`src/lnb_pkg.sv`:
```
// constants, field layouts and types shared by the feed supply control block
// Summary of operation
// - answer one of four addresses from pin
// - register 0x00 is control on writes
// - read direction returns status after address
// - release data line on master nack
// - open-drain interrupt pulls low on fault
// - interrupt pulls low at supplies good
// - interrupt released only by read addressing
// - three faults latched, each raises interrupt
// - off and power-bad flags track, no interrupt
// - off flag follows feed disable or enable
// - latched faults hold until read completes
// - off flag clears when on, no fault
// - overcurrent clears: current low and read
// - power-bad follows feed voltage out of range
// - thermal clears: temperature normal and read
// - supply-low clears: supply good and read
// - control bits 2:0 level select, reset 000
// - top level bit picks low/high range
// - control bit 3 switches feed on
// - tone pin high gates 22kHz tone
// - status updates at ninth read clock rise
// - overcurrent held 5ms trips, disables feed
// - any latched fault disables feed, sets off
// - no acknowledge while supply below lockout
package lnb_pkg;
  localparam logic [6:0] SLAVE_BASE = 7'h08;
  localparam logic [7:0] CTRL_ADDR = 8'h00;
  localparam logic [7:0] STATUS_ADDR = 8'h00;
  localparam logic [7:0] CTRL_RESET = 8'h00;
  localparam int LEVEL_MSB = 2;
  localparam int ON_BIT = 3;
  localparam int ST_OFF = 0;
  localparam int ST_OCP = 2;
  localparam int ST_PBAD = 4;
  localparam int ST_TSD = 6;
  localparam int ST_SUPPLY_LOW_FLAG = 7;
  localparam logic [3:0] BYTE_BITS = 4'h8;
  localparam int SYNC_W = 8;
  localparam int CLK_MHZ = 125;
  localparam int OCP_TIME_MS = 5;
  localparam int OCP_CYCLES = OCP_TIME_MS * CLK_MHZ * 1000;
  typedef enum logic [3:0] {
    IDLE, ADDR, AACK, REG, RACK, WDATA, WACK, TX, TXACK, TXLOAD, WAITP
  } i2c_state_t;
endpackage : lnb_pkg

```
`src/i2c_events_if.sv`:
```
// events derived from the sampled bus lines, passed from synchroniser to controller
`timescale 1ns/10ps
interface i2c_events_if;
  logic sclRise;
  logic sclFall;
  logic startSeen;
  logic stopSeen;
  logic sdaLevel;
  modport src (output sclRise, output sclFall, output startSeen, output stopSeen,
    output sdaLevel);
  modport dst (input sclRise, input sclFall, input startSeen, input stopSeen,
    input sdaLevel);
endinterface : i2c_events_if

```
`src/i2c_line_sync.sv`:
```
// two-stage synchroniser and edge / start / stop detection for the bus lines
`timescale 1ns/10ps
module i2c_line_sync (
  input wire logic clk,
  input wire logic rst_n,
  input wire logic sclPin,
  input wire logic sdaPin,
  i2c_events_if.src ev
);
  logic sclMeta_r, sclSync_r, sclLast_r;
  logic sdaMeta_r, sdaSync_r, sdaLast_r;

  // lines idle high, so reset to high avoids a false start after reset
  always_ff @(posedge clk or negedge rst_n) begin
    if (!rst_n) begin
      sclMeta_r <= 1'b1;
      sclSync_r <= 1'b1;
      sclLast_r <= 1'b1;
      sdaMeta_r <= 1'b1;
      sdaSync_r <= 1'b1;
      sdaLast_r <= 1'b1;
    end else begin
      sclMeta_r <= sclPin;
      sclSync_r <= sclMeta_r;
      sclLast_r <= sclSync_r;
      sdaMeta_r <= sdaPin;
      sdaSync_r <= sdaMeta_r;
      sdaLast_r <= sdaSync_r;
    end
  end

  wire sclHigh = sclSync_r & sclLast_r;
  assign ev.sclRise = sclSync_r & ~sclLast_r;
  assign ev.sclFall = ~sclSync_r & sclLast_r;
  assign ev.startSeen = sclHigh & sdaLast_r & ~sdaSync_r;
  assign ev.stopSeen = sclHigh & ~sdaLast_r & sdaSync_r;
  assign ev.sdaLevel = sdaSync_r;

  property p_start_needs_scl_high;
    @(posedge clk) disable iff (!rst_n)
    ev.startSeen |-> sclSync_r && $past(sclSync_r) && $fell(sdaSync_r);
  endproperty
  a_start_needs_scl_high: assert property (p_start_needs_scl_high)
    else $error("start seen without scl high");
endmodule : i2c_line_sync

```
`src/fault_persist.sv`:
```
// persistence filter: trips once a condition has held for a set number of cycles
`timescale 1ns/10ps
module fault_persist #(
  parameter int HOLD_CYCLES = lnb_pkg::OCP_CYCLES
) (
  input wire logic clk,
  input wire logic rst_n,
  input wire logic cond,
  output logic tripped
);
  localparam int CW = $clog2(HOLD_CYCLES + 1);
  localparam logic [CW-1:0] LAST = CW'(HOLD_CYCLES - 1);
  logic [CW-1:0] cnt_r;
  logic tripped_r;

  // a short glitch restarts the count, so only a sustained overload trips
  always_ff @(posedge clk or negedge rst_n) begin
    if (!rst_n) begin
      cnt_r <= '0;
      tripped_r <= 1'b0;
    end else if (!cond) begin
      cnt_r <= '0;
      tripped_r <= 1'b0;
    end else if (cnt_r != LAST) begin
      cnt_r <= cnt_r + CW'(1);
      tripped_r <= 1'b0;
    end else begin
      tripped_r <= 1'b1;
    end
  end
  assign tripped = tripped_r;

  property p_trip_after_hold;
    @(posedge clk) disable iff (!rst_n)
    $rose(tripped_r) |-> $past(cond) && $past(cnt_r) == LAST;
  endproperty
  a_trip_after_hold: assert property (p_trip_after_hold)
    else $error("trip without full hold time");
endmodule : fault_persist

```
`src/lnb_supply_i2c_control_status.sv`:
```
// bus slave, control register, latched fault status and interrupt for the feed supply
`timescale 1ns/10ps
module lnb_supply_i2c_control_status #(
  parameter int OCP_CYCLES = lnb_pkg::OCP_CYCLES
) (
  input wire logic mclk,
  input wire logic arst_n,
  input wire logic sclPin,
  input wire logic sdaPin,
  output logic sdaOut,
  output logic sdaOe_n,
  output logic irqOut,
  output logic irqOe_n,
  input wire logic [1:0] addrSelPin,
  input wire logic tone_gate_pin,
  input wire logic overCurrentPin,
  input wire logic thermalPin,
  input wire logic supplyLowPin,
  input wire logic logicSupplyOkPin,
  input wire logic feedVoltageBadPin,
  output logic [2:0] level_select,
  output logic range_select,
  output logic feed_output_on,
  output logic toneEnable,
  output logic [7:0] statusView
);
  // ---- pin synchronisers for the slow status and strap inputs
  logic [lnb_pkg::SYNC_W-1:0] pinMeta_r, pinSync_r;
  wire [lnb_pkg::SYNC_W-1:0] pinRaw = {addrSelPin, tone_gate_pin, overCurrentPin,
    thermalPin, supplyLowPin, logicSupplyOkPin, feedVoltageBadPin};

  always_ff @(posedge mclk or negedge arst_n) begin
    if (!arst_n) begin
      pinMeta_r <= '0;
      pinSync_r <= '0;
    end else begin
      pinMeta_r <= pinRaw;
      pinSync_r <= pinMeta_r;
    end
  end

  wire [1:0] addrSelS = pinSync_r[7:6];
  wire toneS = pinSync_r[5];
  wire ocS = pinSync_r[4];
  wire thS = pinSync_r[3];
  wire ulS = pinSync_r[2];
  wire logicOkS = pinSync_r[1];
  wire feedBadS = pinSync_r[0];

  // ---- bus line events and overcurrent persistence
  i2c_events_if ev();

  i2c_line_sync u_line_sync (
    .clk(mclk),
    .rst_n(arst_n),
    .sclPin(sclPin),
    .sdaPin(sdaPin),
    .ev(ev.src)
  );

  logic ocTrip;

  fault_persist #(.HOLD_CYCLES(OCP_CYCLES)) u_ocp_persist (
    .clk(mclk),
    .rst_n(arst_n),
    .cond(ocS),
    .tripped(ocTrip)
  );

  // ---- bus slave state
  lnb_pkg::i2c_state_t state_r, stateNxt;
  logic [3:0] cnt_r, cntNxt;
  logic [7:0] rx_r, rxNxt;
  logic [7:0] tx_r, txNxt;
  logic [7:0] ctrl_r, ctrlNxt;
  logic pull_r, pullNxt;
  logic readMode_r, readModeNxt;
  logic regOk_r, regOkNxt;
  logic readHit, readDone;

  // status flags
  logic ocpL_r, tsdL_r, uvloL_r;
  logic pbad_r, off_r, irqPend_r, powerUpDone_r, feedOn_r, tone_r;

  wire [6:0] slaveAddr = lnb_pkg::SLAVE_BASE | {5'h00, addrSelS};
  wire addrHit = rx_r[7:1] == slaveAddr;
  wire byteIn = ev.sclRise && cnt_r != lnb_pkg::BYTE_BITS;
  wire byteDone = ev.sclFall && cnt_r == lnb_pkg::BYTE_BITS;
  wire ackAllowed = ~ulS;
  wire anyLatched = ocpL_r | tsdL_r | uvloL_r;
  wire [7:0] statusByte = {uvloL_r, tsdL_r, 1'b0, pbad_r, 1'b0, ocpL_r, 1'b0, off_r};

  always_comb begin
    stateNxt = state_r;
    cntNxt = cnt_r;
    rxNxt = rx_r;
    txNxt = tx_r;
    ctrlNxt = ctrl_r;
    pullNxt = pull_r;
    readModeNxt = readMode_r;
    regOkNxt = regOk_r;
    readHit = 1'b0;
    readDone = 1'b0;
    if (ev.stopSeen) begin
      stateNxt = lnb_pkg::IDLE;
      pullNxt = 1'b0;
    end else if (ev.startSeen) begin
      stateNxt = lnb_pkg::ADDR;
      cntNxt = 4'h0;
      pullNxt = 1'b0;
    end else begin
      case (state_r)
        lnb_pkg::ADDR, lnb_pkg::REG, lnb_pkg::WDATA: begin
          if (byteIn) begin
            rxNxt = {rx_r[6:0], ev.sdaLevel};
            cntNxt = cnt_r + 4'h1;
          end else if (byteDone) begin
            cntNxt = 4'h0;
            stateNxt = lnb_pkg::WAITP;
            if (state_r == lnb_pkg::ADDR && addrHit && ackAllowed) begin
              pullNxt = 1'b1;
              readModeNxt = rx_r[0];
              readHit = rx_r[0];
              stateNxt = lnb_pkg::AACK;
            end else if (state_r == lnb_pkg::REG && ackAllowed) begin
              pullNxt = 1'b1;
              regOkNxt = rx_r == lnb_pkg::CTRL_ADDR;
              stateNxt = lnb_pkg::RACK;
            end else if (state_r == lnb_pkg::WDATA && ackAllowed) begin
              pullNxt = 1'b1;
              if (regOk_r) begin
                ctrlNxt = rx_r;
              end
              stateNxt = lnb_pkg::WACK;
            end
          end
        end
        lnb_pkg::AACK: begin
          if (ev.sclFall) begin
            if (readMode_r) begin
              txNxt = statusByte;
              pullNxt = ~statusByte[7];
              cntNxt = 4'h0;
              stateNxt = lnb_pkg::TX;
            end else begin
              pullNxt = 1'b0;
              stateNxt = lnb_pkg::REG;
            end
          end
        end
        lnb_pkg::RACK: begin
          if (ev.sclFall) begin
            pullNxt = 1'b0;
            stateNxt = lnb_pkg::WDATA;
          end
        end
        lnb_pkg::WACK: begin
          if (ev.sclFall) begin
            pullNxt = 1'b0;
            stateNxt = lnb_pkg::WAITP;
          end
        end
        lnb_pkg::TX: begin
          if (ev.sclRise) begin
            cntNxt = cnt_r + 4'h1;
          end else if (byteDone) begin
            pullNxt = 1'b0;
            stateNxt = lnb_pkg::TXACK;
          end else if (ev.sclFall) begin
            txNxt = {tx_r[6:0], 1'b0};
            pullNxt = ~tx_r[6];
          end
        end
        lnb_pkg::TXACK: begin
          if (ev.sclRise) begin
            readDone = 1'b1;
            stateNxt = ev.sdaLevel ? lnb_pkg::WAITP : lnb_pkg::TXLOAD;
          end
        end
        lnb_pkg::TXLOAD: begin
          if (ev.sclFall) begin
            txNxt = statusByte;
            pullNxt = ~statusByte[7];
            cntNxt = 4'h0;
            stateNxt = lnb_pkg::TX;
          end
        end
        lnb_pkg::IDLE, lnb_pkg::WAITP: begin
          pullNxt = 1'b0;
        end
        default: begin
          stateNxt = lnb_pkg::IDLE;
          pullNxt = 1'b0;
        end
      endcase
    end
  end

  always_ff @(posedge mclk or negedge arst_n) begin
    if (!arst_n) begin
      state_r <= lnb_pkg::IDLE;
      cnt_r <= 4'h0;
      rx_r <= 8'h00;
      tx_r <= 8'h00;
      ctrl_r <= lnb_pkg::CTRL_RESET;
      pull_r <= 1'b0;
      readMode_r <= 1'b0;
      regOk_r <= 1'b0;
    end else begin
      state_r <= stateNxt;
      cnt_r <= cntNxt;
      rx_r <= rxNxt;
      tx_r <= txNxt;
      ctrl_r <= ctrlNxt;
      pull_r <= pullNxt;
      readMode_r <= readModeNxt;
      regOk_r <= regOkNxt;
    end
  end

  // ---- latched faults: a new trip wins over a clear in the same cycle
  wire suppliesOk = ~ulS & logicOkS;
  wire powerUpEv = suppliesOk & ~powerUpDone_r;
  wire newFault = (ocTrip & ~ocpL_r) | (thS & ~tsdL_r) | (ulS & ~uvloL_r);

  always_ff @(posedge mclk or negedge arst_n) begin
    if (!arst_n) begin
      ocpL_r <= 1'b0;
      tsdL_r <= 1'b0;
      uvloL_r <= 1'b0;
    end else begin
      ocpL_r <= ocTrip | (ocpL_r & ~(readDone & ~ocS));
      tsdL_r <= thS | (tsdL_r & ~(readDone & ~thS));
      uvloL_r <= ulS | (uvloL_r & ~(readDone & ~ulS));
    end
  end

  // ---- tracking flags, feed control and interrupt
  always_ff @(posedge mclk or negedge arst_n) begin
    if (!arst_n) begin
      pbad_r <= 1'b0;
      off_r <= 1'b0;
      feedOn_r <= 1'b0;
      tone_r <= 1'b0;
      irqPend_r <= 1'b0;
      powerUpDone_r <= 1'b0;
    end else begin
      pbad_r <= feedBadS;
      off_r <= ~ctrl_r[lnb_pkg::ON_BIT] | anyLatched | ulS;
      feedOn_r <= ctrl_r[lnb_pkg::ON_BIT] & ~anyLatched & ~ulS & ~ocTrip;
      tone_r <= toneS;
      powerUpDone_r <= powerUpDone_r | suppliesOk;
      irqPend_r <= newFault | powerUpEv | (irqPend_r & ~readHit);
    end
  end

  assign sdaOut = 1'b0;
  assign sdaOe_n = ~pull_r;
  assign irqOut = 1'b0;
  assign irqOe_n = ~irqPend_r;
  assign level_select = ctrl_r[lnb_pkg::LEVEL_MSB:0];
  assign range_select = ctrl_r[lnb_pkg::LEVEL_MSB];
  assign feed_output_on = feedOn_r;
  assign toneEnable = tone_r;
  assign statusView = statusByte;

  // ---- checks
  property p_ack_only_on_match;
    @(posedge mclk) disable iff (!arst_n)
    $rose(pull_r) && stateNxt == lnb_pkg::AACK |-> rx_r[7:1] == slaveAddr;
  endproperty
  a_ack_only_on_match: assert property (p_ack_only_on_match)
    else $error("address ack without match");

  property p_no_ack_in_lockout;
    @(posedge mclk) disable iff (!arst_n)
    byteDone && ulS && !ev.stopSeen && !ev.startSeen && state_r != lnb_pkg::TX
      |=> sdaOe_n;
  endproperty
  a_no_ack_in_lockout: assert property (p_no_ack_in_lockout)
    else $error("ack given during supply lockout");

  property p_fault_raises_irq;
    @(posedge mclk) disable iff (!arst_n)
    $rose(ocpL_r) || $rose(tsdL_r) || $rose(uvloL_r) |-> !irqOe_n;
  endproperty
  a_fault_raises_irq: assert property (p_fault_raises_irq)
    else $error("latched fault without interrupt");

  property p_irq_release_by_read;
    @(posedge mclk) disable iff (!arst_n)
    $rose(irqOe_n) |-> $past(readHit);
  endproperty
  a_irq_release_by_read: assert property (p_irq_release_by_read)
    else $error("interrupt released without read addressing");

  property p_latch_hold;
    @(posedge mclk) disable iff (!arst_n)
    $fell(ocpL_r) || $fell(tsdL_r) || $fell(uvloL_r) |-> $past(readDone);
  endproperty
  a_latch_hold: assert property (p_latch_hold)
    else $error("latched fault cleared without completed read");

  property p_nack_releases;
    @(posedge mclk) disable iff (!arst_n)
    state_r == lnb_pkg::TXACK && ev.sclRise && ev.sdaLevel |=> sdaOe_n [*2];
  endproperty
  a_nack_releases: assert property (p_nack_releases)
    else $error("data line driven after master nack");

  property p_fault_disables_feed;
    @(posedge mclk) disable iff (!arst_n)
    anyLatched |=> !feed_output_on && statusByte[lnb_pkg::ST_OFF];
  endproperty
  a_fault_disables_feed: assert property (p_fault_disables_feed)
    else $error("feed on while fault latched");

  property p_unused_zero;
    @(posedge mclk) disable iff (!arst_n)
    statusByte[1] == 1'b0 && statusByte[3] == 1'b0 && statusByte[5] == 1'b0;
  endproperty
  a_unused_zero: assert property (p_unused_zero)
    else $error("unused status bit set");

  property p_write_commits;
    @(posedge mclk) disable iff (!arst_n)
    state_r == lnb_pkg::WDATA && byteDone && regOk_r && ackAllowed && !ev.stopSeen
      && !ev.startSeen |=> ctrl_r == $past(rx_r) ##1 feed_output_on == (ctrl_r[3]
      && !anyLatched && !ulS && !ocTrip) || anyLatched;
  endproperty
  a_write_commits: assert property (p_write_commits)
    else $error("control write not taken");
endmodule : lnb_supply_i2c_control_status

```
`config.mk`:
```
export PLATFORM = sky130hd
export DESIGN_NAME = lnb_supply_i2c_control_status
export DESIGN_NICKNAME = d
export VERILOG_FILES = /design/src/lnb_pkg.sv /design/src/i2c_events_if.sv /design/src/i2c_line_sync.sv /design/src/fault_persist.sv /design/src/lnb_supply_i2c_control_status.sv
export SDC_FILE = /design/constraint.sdc
export NUM_CORES = 1
export LEC_CHECK = 0
export BUFFER_PORTS_ARGS = -buffer_cell sky130_fd_sc_hd__buf_2
export CORE_ASPECT_RATIO = 0.75
export CORE_UTILIZATION = 47
export DETAILED_ROUTE_END_ITERATION = 8
export PLACE_DENSITY_LB_ADDON = 0.1
export REMOVE_ABC_BUFFERS = 1
export SETUP_SLACK_MARGIN = 0.05
export SLEW_MARGIN = 20
export SYNTH_ARGS = -nofsm -noshare
export SYNTH_HDL_FRONTEND = slang
export SYNTH_HIERARCHICAL = 1
export SYNTH_SLANG_ARGS = --single-unit
```
`constraint.sdc`:
```
create_clock -name mclk -period 2.5 [get_ports mclk]
set_clock_uncertainty 0.2 [all_clocks]
set_input_delay 0.375 -clock mclk [delete_from_list [all_inputs] [get_ports mclk]]
set_output_delay 0.375 -clock mclk [all_outputs]
set_load 0.01 [all_outputs]
```
## After elaboration in Yosys (flattened, before gate mapping)

Cells that the tools add are included.

| operators by class | value |
|---|---|
| add/subtract/negate cells | 2 |
| equality and inequality tests | 40 |
| muxes and demuxes | 61 |
| bitwise operators | 60 |
| reduce and logical (&&, ||, !) cells | 21 |

Operators by type and width:

| cell | number |
|---|---|
| $mux 4 | 21 |
| $ne 4x4->1 const B | 11 |
| $mux 7 | 6 |
| $mux 20 | 2 |
| $pmux 4 s8 | 1 |
| $reduce_and 9->1 | 3 |
| $mux 1 | 26 |
| $not 1->1 | 26 |
| $and 1x1->1 | 22 |
| $pmux 7 s3 | 1 |
| $add 20x1->20 const B | 1 |
| $ne 20x20->1 const B | 1 |
| $ne 3x3->1 const B | 6 |
| $eq 4x3->1 const B | 4 |
| $eq 4x4->1 const B | 4 |
| $pmux 4 s4 | 1 |
| $reduce_and 7->1 | 2 |
| $ne 2x2->1 const B | 6 |
| $or 1x1->1 | 12 |
| $reduce_and 10->1 | 1 |
| $eq 4x2->1 const B | 2 |
| $logic_not 8->1 | 1 |
| $eq 7x4->1 | 1 |
| $logic_and 1x1->1 | 6 |
| 16 further kinds | 17 |

| storage, ports and cells | value |
|---|---|
| flip-flop bits (word level) | 82 |
| input port bits | 12 |
| output and inout port bits | 18 |
| logic and storage cells | 211 |

## Longest topological paths before layout

Gate-level depths: netlist of run 1.

| depth | value |
|---|---|
| depth in word-level cells | 12 |
| depth in mapped cells | 8 |
| mapped depth without buffers | 7 |

## By module

The synthesis of run 1 kept the hierarchy.

Modules (own cells, without submodules):

| module | instances | cells each | area an instance (um^2) | seq. area each (um^2) |
|---|---|---|---|---|
| lnb_supply_i2c_control_status | 1 | 257 | 2702.6 | 1376.3 |
| fault_persist | 1 | 126 | 1166.1 | 525.5 |
| i2c_line_sync | 1 | 10 | 190.2 | 157.7 |

## Worst setup path after synthesis of run 1

OpenSTA, ideal clock, no wires.

| timing | value |
|---|---|
| kind | reg2reg |
| start point | register u_line_sync.sdaSync_r (netlist: u_line_sync/ev.sdaLevel) |
| end point | register ctrl_r[0] |
| setup time | 0.125 ns |
| arrival time | 2.013 ns |
| required time | 2.175 ns |
| setup slack | 0.162 ns |
| cell stages (with the launch flop) | 6 |
| path buffers | 0 |
| period minus slack after synthesis | 2.338 ns |
| cell sequence | dfstp_2 -> and4b_1 -> nor2_1 -> nand3_1 -> nor3_1 -> mux2_2 |

| on the way | value |
|---|---|
| word-level cells in the longest chain between the ends | 4 |
| elaborated cells between the ends (all ways) | 6 |
| classes of those cells | bitwise (5); reduce/logical (1) |

RTL lines:

| item | line | text |
|---|---|---|
| from (decl) | i2c_line_sync.sv:11 | `logic sdaMeta_r, sdaSync_r, sdaLast_r;` |
| from (signal assigned) | i2c_line_sync.sv:27 | `sdaSync_r <= sdaMeta_r;` |
| $not 1->1 | i2c_line_sync.sv:35 | `assign ev.startSeen = sclHigh & sdaLast_r & ~sdaSync_r;` |
| $and 1x1->1 | i2c_line_sync.sv:35 |  |
| named net ev.startSeen | i2c_events_if.sv:6 | `logic startSeen;` |
| $not 1->1 (no source line) | -- |  |
| $reduce_and 9->1 (no source line) | -- |  |
| to (signal assigned) | lnb_supply_i2c_control_status.sv:205 | `ctrl_r <= lnb_pkg::CTRL_RESET;` |
| to (signal assigned) | lnb_supply_i2c_control_status.sv:214 | `ctrl_r <= ctrlNxt;` |
| to (decl) | lnb_supply_i2c_control_status.sv:75 | `logic [7:0] ctrl_r, ctrlNxt;` |

The timed path passes the listed nets, and every way through them passes these cells.
A chain may end at the register's enable or synchronous reset.

==> Flow_metrics.wiki, run 1 <==
{| class="wikitable"
! Metric !! Value
|-
| Starting density of the core || 49.94%
|-
| Maximum number of pins on one net before global-route repair || 47
|-
| Highest net fanout along the worst path || 14
|-
| Via/cell ratio || 5.693
|-
| Accumulated negative setup slack || 0 ns
|-
| Worst voltage drop across the vdd grid || 0.0006337 V
|-
| Vias in the first global route || 2727
|-
| Highest-count cells in the layout ignoring fill and taps || sky130_fd_sc_hd__dfrtp_1 (76), sky130_fd_sc_hd__nand2_1 (36), sky130_fd_sc_hd__nor2_1 (24)
|-
| Number of iterations in the first detailed-routing pass || 5
|-
| Die Span X || 109.3 µm
|-
| IO Pins || 30
|-
| IO Port Bufs || 24
|-
| Wire length on met1 || 4515 µm
|-
| Number of enable flip-flop cells after synthesis || 0
|-
| Final design instance area without fill || 4716 µm²
|-
| Clock root buffer master || sky130_fd_sc_hd__clkbuf_16
|-
| Post-detailed-placement half-perimeter wirelength || 6161 µm
|-
| Type of the worst setup path || reg2reg
|-
| Maximum frequency from static timing analysis || 0.4213 GHz
|-
| Clock tree sinks || 82
|-
| Distinct cell type count after synthesis || 69
|-
| Yosys warns || 6
|-
| Status || completed
|-
| Data required time of the critical path || 2.53 ns
|-
| TritonCTS clock tree || built
|-
| Total length of routed met3 wires || 604 µm
|-
| Cells after synthesis || 393
|-
| Most frequently used flop master after synthesis || sky130_fd_sc_hd__dfrtp_1
|-
| Capturing element type of the critical path || register
|-
| NumNets Final || 445
|-
| Transition time at the pin with the least slew margin || 0.6526 ns
|-
| Final estimated routing congestion in global placement || 0.8869
|-
| Path class of the lowest-slack min-delay path || reg2reg
|-
| Antenna Diode Count || 0
|-
| Worst reg2reg startpoint || state_r[2]$_DFFE_PN0P_
|-
| Total DRC errors in the routed layout || 0
|-
| Uppermost routed layer || met4
|-
| Global-route usage over all layers || 21.19%
|-
| Cell Area, Synth || 4059 µm²
|-
| Cell count of the worst reg-to-reg path || 6
|-
| Iteration-0 DRC Markers || 214
|-
| Wirelength per Cell || 16.26 µm
|-
| Row count || 28
|-
| H-tree levels || 3
|-
| Data arrival time of the critical path || 2.40 ns
|-
| Worst setup path startpoint || state_r[2]$_DFFE_PN0P_
|-
| Die area || 9015 µm²
|-
| Portion of the post-synthesis area used by sequential elements || 50.74%
|-
| Core area || 8128 µm²
|-
| Avg Synthesized Cell Area || 10.33 µm²
|-
| Leakage power of the design || 2.055 nW
|-
| Post-DP Area || 4280 µm²
|-
| PD cells || 851.7 nW/µm²
|-
| Post-layout minimum cycle time || 2.374 ns
|-
| Worst setup SP type || register
|-
| Die span in y || 82.48 µm
|-
| Number of setup violations in the final report || 0
|-
| First-pass GRT wire length || 14100 µm
|-
| Deepest clock path buffer count || 2
|-
| Fraction of layout cells with a size suffix above 1 || 21.15%
|-
| Synth async-reset ratio || 100.0%
|-
| TritonCTS buffer count || 9
|-
| Number of nets with antenna violations after detailed routing || 0
|-
| Signed area change from the synthesized netlist to the final layout || 16.18%
|-
| # Post-CTS Setup Buffers || 0
|-
| Total via count in the routed design || 3074
|-
| Final hold violation count || 0
|-
| Sum of met2 wire segment lengths after detailed routing || 3575 µm
|-
| Max Transition Viols Final || 0
|-
| Cell type with the largest total area after synthesis || sky130_fd_sc_hd__dfrtp_1
|-
| Total congestion overflow after global routing || 0
|-
| Max_slew headroom || 56.10%
|-
| Total length of routed wires || 8782 µm
|-
| Worst R2R End || cnt_r[1]$_DFFE_PN0P_
|-
| Initial antenna violation count || 0
|-
| Worst setup path end || cnt_r[1]$_DFFE_PN0P_
|-
| Flop and latch count out of synthesis || 82
|-
| Portion of synthesized cell area occupied by the leading cell type || 46.86%
|-
| Internal reg-to-reg setup slack || 0.13 ns
|-
| Source-to-sink clock delay at the later pin of the worst-skew pair || 0.34 ns
|-
| Synth area leaders || sky130_fd_sc_hd__dfrtp_1 (47%), sky130_fd_sc_hd__dfstp_2 (3.9%), sky130_fd_sc_hd__mux2_2 (3.9%)
|-
| Unrepaired setup endpoints after global routing || false
|-
| Max-capacitance violation count || 0
|-
| Clock transition at the registers of the reported paths || 0.07 ns
|-
| Most common cell after layout, fill and taps aside || sky130_fd_sc_hd__dfrtp_1
|-
| Final cycle utilization of the critical path || 94.94%
|}
-- logic make-up (layout without fill, tap and decap cells) --
logic type | count (synthesis) | after routing | synth area share (%)
muxes | 23 | 23 | 6.104
and+or+nand+nor | 157 | 157 | 22.38
buffers and inverters | 49 | 87 | 6.196
xor gates and xnor gates | 12 | 12 | 2.589
adders and majority gates | 4 | 4 | 1.172
other | 1 | 5 | 0.09239
DFF | 82 | 82 | 50.74
AOI/OAI and AO/OA | 65 | 65 | 10.73
-- cells in the mapped netlist (2+ instances only) --
| library cell | instances |
|---|---|
| sky130_fd_sc_hd__nand3b_1 | 2 |
| sky130_fd_sc_hd__o31ai_1 | 4 |
| sky130_fd_sc_hd__a2111oi_0 | 3 |
| sky130_fd_sc_hd__nor3_1 | 10 |
| sky130_fd_sc_hd__nand2b_1 | 6 |
| sky130_fd_sc_hd__or4_1 | 6 |
| sky130_fd_sc_hd__buf_2 | 9 |
| sky130_fd_sc_hd__nor2b_1 | 7 |
| sky130_fd_sc_hd__o211ai_1 | 2 |
| sky130_fd_sc_hd__o21ai_0 | 17 |
| sky130_fd_sc_hd__dfrtp_1 | 76 |
| sky130_fd_sc_hd__nand3_1 | 15 |
| sky130_fd_sc_hd__nand2_1 | 36 |
| sky130_fd_sc_hd__mux2_2 | 14 |
| sky130_fd_sc_hd__or2_2 | 2 |
| sky130_fd_sc_hd__a31oi_1 | 2 |
| sky130_fd_sc_hd__mux2i_1 | 9 |
| sky130_fd_sc_hd__o22ai_1 | 2 |
| sky130_fd_sc_hd__nor2_1 | 24 |
| sky130_fd_sc_hd__ha_1 | 3 |
| sky130_fd_sc_hd__a21oi_1 | 15 |
| sky130_fd_sc_hd__nor4_1 | 9 |
| sky130_fd_sc_hd__xnor2_1 | 11 |
| sky130_fd_sc_hd__or3_1 | 3 |
| sky130_fd_sc_hd__and4b_1 | 4 |
| sky130_fd_sc_hd__and3_1 | 2 |
| sky130_fd_sc_hd__buf_4 | 13 |
| sky130_fd_sc_hd__nor3b_1 | 2 |
| sky130_fd_sc_hd__nand4_1 | 10 |
| sky130_fd_sc_hd__clkbuf_1 | 4 |
| sky130_fd_sc_hd__a211oi_1 | 4 |
| sky130_fd_sc_hd__and2_1 | 4 |
| sky130_fd_sc_hd__dfstp_2 | 6 |
| sky130_fd_sc_hd__or4_4 | 2 |
| sky130_fd_sc_hd__inv_1 | 21 |
-- routing by layer --
metal | GRT usage [%] | vias to the layer above
li1 | - | 1459
met1 | 32.07 | 1500
met2 | 29.12 | 107
met3 | 5.887 | 8
met4 | 6.400 | 0
met5 | 0 | -
-- sequential cells by signal, indices dropped and copies added, names as in the netlist, 4 cells and up --
register             count
u_ocp_persist/cnt_r     20
pinMeta_r                8
pinSync_r                8
rx_r                     8
tx_r                     7
cnt_r                    4
ctrl_r                   4
state_r                  4
-- where the power goes --
| part | total, W | switching [W] | internal, W |
|---|---|---|---|
| Sequential | 0.00163 | 0.000170 | 0.00146 |
| Combinational | 0.00102 | 0.000555 | 0.000467 |
| Clock | 0.00137 | 0.000555 | 0.000813 |
-- repair_timing --
action / CTS / global route
hold buffers: 11 / 0
hold endpoints to repair: 52 / 0
endpoints found under the setup margin: 0 / 7
resized for setup: 0 / 2
-- how the worst min path moves through the flow --
| stage | startpoint | to | slack, ns | depth (start not counted) |
|---|---|---|---|---|
| 5_1_grt | pinMeta_r[1]$_DFF_PN0_ | pinSync_r[1]$_DFF_PN0_ | 0.15 | 0 |
| 2_1_floorplan | arst_n | cnt_r[0]$_DFFE_PN0P_ | -0.12 | 0 |
| 6_report | pinMeta_r[3]$_DFF_PN0_ | pinSync_r[3]$_DFF_PN0_ | 0.14 | 0 |
| 3_3_place_gp | pinSync_r[5]$_DFF_PN0_ | toneEnable$_DFF_PN0_ | 0.13 | 0 |
| 3_5_place_dp | pinMeta_r[1]$_DFF_PN0_ | pinSync_r[1]$_DFF_PN0_ | 0.13 | 0 |
| 4_1_cts | pinMeta_r[1]$_DFF_PN0_ | pinSync_r[1]$_DFF_PN0_ | 0.15 | 0 |
-- per-stage QoR --
step | setup WS, ns | total power (W) | hold slack [ns] | utilization, % | instances
2_1_floorplan | 0.1620 | 0.002315 | -0.1206 | - | 369
6_report | 0.1265 | 0.004017 | 0.1448 | 58.02 | 540
5_1_grt | 0.05625 | 0.004212 | 0.1505 | 58.02 | 540
3_5_place_dp | 0.1619 | 0.002638 | 0.1347 | 52.66 | 513
3_3_place_gp | 0.1862 | 0.002628 | 0.1311 | 52.66 | 513
4_1_cts | 0.1299 | 0.004034 | 0.1497 | 57.88 | 540
-- worst max-delay path: stages, from the launching register on --
cell	delay [ns]
sky130_fd_sc_hd__dfrtp_1	0.56
sky130_fd_sc_hd__and2_1	0.31
sky130_fd_sc_hd__a2111oi_0	0.48
sky130_fd_sc_hd__buf_4	0.21
sky130_fd_sc_hd__a211oi_2	0.05
sky130_fd_sc_hd__and2_1	0.20
sky130_fd_sc_hd__a32o_1	0.25
-- final cells by class --
cell class | instances | area [µm²]
repair buffers | 50 | 357.8
flip-flops and latches | 82 | 2059
clock buffers | 10 | 239.0
inverters | 21 | 78.83
clock inverters | 6 | 75.07
well taps | 105 | 131.4
fillers | 700 | 3412
multi-input cells | 266 | 1774
Note: power is estimated with default switching activity, not from simulation.
==> run 2, diff against run 1 <==
==> constraint.sdc (replaced) <==
create_clock -name mclk -period 2.5 [get_ports mclk]
set_clock_uncertainty 0.2 [all_clocks]
set_input_delay 0.25 -clock mclk [delete_from_list [all_inputs] [get_ports mclk]]
set_output_delay 0.25 -clock mclk [all_outputs]
set_load 0.01 [all_outputs]
==> Flow_metrics.wiki, run 2 (same netlist as run 1, synthesis figures left out) <==
{| class="wikitable"
! Metric !! Value
|-
| Die Span X || 109.3 µm
|-
| Final core occ || 57.80%
|-
| Antenna Diode Count || 0
|-
| Post-DP Area || 4273 µm²
|-
| Cell count of the worst reg-to-reg path || 7
|-
| TritonCTS clock tree || built
|-
| Clock tree sinks || 82
|-
| Final cycle utilization of the critical path || 95.26%
|-
| Maximum frequency from static timing analysis || 0.4199 GHz
|-
| Highest-count cells in the layout ignoring fill and taps || sky130_fd_sc_hd__dfrtp_1 (76), sky130_fd_sc_hd__nand2_1 (36), sky130_fd_sc_hd__nor2_1 (24)
|-
| Data arrival time of the critical path || 2.40 ns
|-
| Global-route usage over all layers || 21.83%
|-
| Comb pwr share || 25.5%
|-
| IO Port Bufs || 24
|-
| First-pass GRT wire length || 14480 µm
|-
| IO Pins || 30
|-
| Number of setup violations in the final report || 0
|-
| Total area of multi-input combinational cells || 1768 µm²
|-
| Iteration-0 DRC Markers || 263
|-
| Highest net fanout along the worst path || 5
|-
| Starting density of the core || 49.94%
|-
| Max Transition Viols Final || 0
|-
| Clock transition at the registers of the reported paths || 0.06 ns
|-
| PD cells || 852.7 nW/µm²
|-
| Power share of the clock group || 33.7%
|-
| Switching fraction of total power || 31.79%
|-
| Deepest clock path buffer count || 2
|-
| Most common cell after layout, fill and taps aside || sky130_fd_sc_hd__dfrtp_1
|-
| Path class of the lowest-slack min-delay path || reg2reg
|-
| Die span in y || 82.48 µm
|-
| Worst voltage drop across the vdd grid || 0.0006180 V
|-
| Number of nets with antenna violations after detailed routing || 0
|-
| Accumulated negative setup slack || 0 ns
|-
| Data required time of the critical path || 2.52 ns
|-
| Clock root buffer master || sky130_fd_sc_hd__clkbuf_16
|-
| Number of fillers in the final layout || 688
|-
| Status || completed
|-
| Max_slew headroom || 63.70%
|-
| Initial antenna violation count || 0
|-
| Type of the worst setup path || reg2reg
|-
| Final estimated routing congestion in global placement || 0.8747
|-
| Maximum number of pins on one net before global-route repair || 44
|-
| Total via count in the routed design || 3032
|-
| Biggest register || u_ocp_persist/cnt_r
|-
| Final design instance area without fill || 4698 µm²
|-
| Total length of routed wires || 8642 µm
|-
| Cell depth of the worst min-delay path || 0
|-
| Total congestion overflow after global routing || 0
|-
| Sequential group share of total power || 40.7%
|-
| Capturing element type of the critical path || register
|-
| Row count || 28
|-
| H-tree levels || 3
|-
| Fraction of layout cells with a size suffix above 1 || 20.74%
|-
| NumNets Final || 444
|-
| Max-capacitance violation count || 0
|-
| Vias in the first global route || 2774
|-
| Design internal power || 0.002733 W
|-
| Post-route worst hold slack || 0.1478 ns
|-
| Flip-flop count of the largest register after layout || 20
|-
| Sequential standard cell area || 2059 µm²
|-
| Final hold violation count || 0
|-
| Post-detailed-placement half-perimeter wirelength || 6138 µm
|-
| Total DRC errors in the routed layout || 0
|-
| Worst setup SP type || register
|-
| Number of iterations in the first detailed-routing pass || 4
|-
| Core area || 8128 µm²
|-
| Signed area change from the synthesized netlist to the final layout || 15.75%
|-
| Wirelength per Cell || 16.03 µm
|-
| TritonCTS buffer count || 9
|-
| Die area || 9015 µm²
|-
| P_sw || 0.001273 W
|-
| Internal reg-to-reg setup slack || 0.12 ns
|-
| Total power consumption of the routed design || 0.004006 W
|-
| Post-layout minimum cycle time || 2.381 ns
|-
| Unrepaired setup endpoints after global routing || true
|-
| Via/cell ratio || 5.625
|-
| # Post-CTS Setup Buffers || 0
|-
| Transition time at the pin with the least slew margin || 0.5396 ns
|-
| Source-to-sink clock delay at the later pin of the worst-skew pair || 0.34 ns
|-
| Leakage power of the design || 2.045 nW
|}
## run 2: cell types whose count changed in the layout (fill, tap and decap cells not counted)
cell	previous run	this run
sky130_fd_sc_hd__nor4_2	1	0
sky130_fd_sc_hd__clkinvlp_4	1	2
sky130_fd_sc_hd__nor4_1	8	9
sky130_fd_sc_hd__buf_4	15	14
sky130_fd_sc_hd__inv_8	1	0
sky130_fd_sc_hd__inv_6	0	2
sky130_fd_sc_hd__clkinv_4	3	1
## run 2: worst paths after layout
path,start,end
max reg2reg,cnt_r[0]$_DFFE_PN0P_,state_r[0]$_DFFE_PN0P_
max,cnt_r[0]$_DFFE_PN0P_,state_r[0]$_DFFE_PN0P_
min in group asynchronous,arst_n,pbad_r$_DFF_PN0_
max in group asynchronous,arst_n,u_line_sync/sdaMeta_r$_DFF_PN1_
min,pinMeta_r[7]$_DFF_PN0_,pinSync_r[7]$_DFF_PN0_
min reg2reg,pinMeta_r[7]$_DFF_PN0_,pinSync_r[7]$_DFF_PN0_
## run 2: metal layers
metal  wire length, µm  GRT usage, %  part of all wire, %
met1              4614         33.97                   53
met2              3412         28.74                   39
met3               502         5.651                  5.8
met4               112         7.467                  1.3
met5                 0             0                    0
## run 2: final cells by class
type / count / share of cell area, %
Timing Repair Buffer: 49 / 7.457
Multi-Input combinational cell: 266 / 37.63
Clock buffer: 10 / 5.087
Tap cell: 105 / 2.796
Inverter: 21 / 1.678
Sequential cell: 82 / 43.83
Clock inverter: 6 / 1.518
## run 2: power groups by stage
stage | combinational [W] | clock [W] | sequential, W
finish | 0.00102 | 0.00135 | 0.00163
global route | 0.00113 | 0.00144 | 0.00165
CTS | 0.00101 | 0.00139 | 0.00163
detailed placement | 0.000994 | 0 | 0.00165
global placement | 0.000979 | 0 | 0.00165
floorplan | 0.000685 | 0 | 0.00163
## run 2: repair_timing
item | CTS | global route
hold endpoints to repair | 46 | 0
hold buffers | 11 | 0
gates resized for setup | 0 | 1
endpoints found under the setup margin | 0 | 7
## run 2: through the flow
step | worst slack (ns) | cells
global route | 0.05640 | 539
finish | 0.1186 | 539
global placement | 0.1560 | 512
floorplan | 0.1620 | 369
detailed placement | 0.1198 | 512
CTS | 0.1068 | 539
## run 2: critical path, cell delays in order (launching register included)
cell and delay [ns]:
sky130_fd_sc_hd__dfrtp_1 0.41, sky130_fd_sc_hd__inv_1 0.06, sky130_fd_sc_hd__ha_1 0.22, sky130_fd_sc_hd__and3b_1 0.22, sky130_fd_sc_hd__o31a_1 0.30, sky130_fd_sc_hd__o21a_1 0.23, sky130_fd_sc_hd__a21oi_2 0.24, sky130_fd_sc_hd__mux2_2 0.37
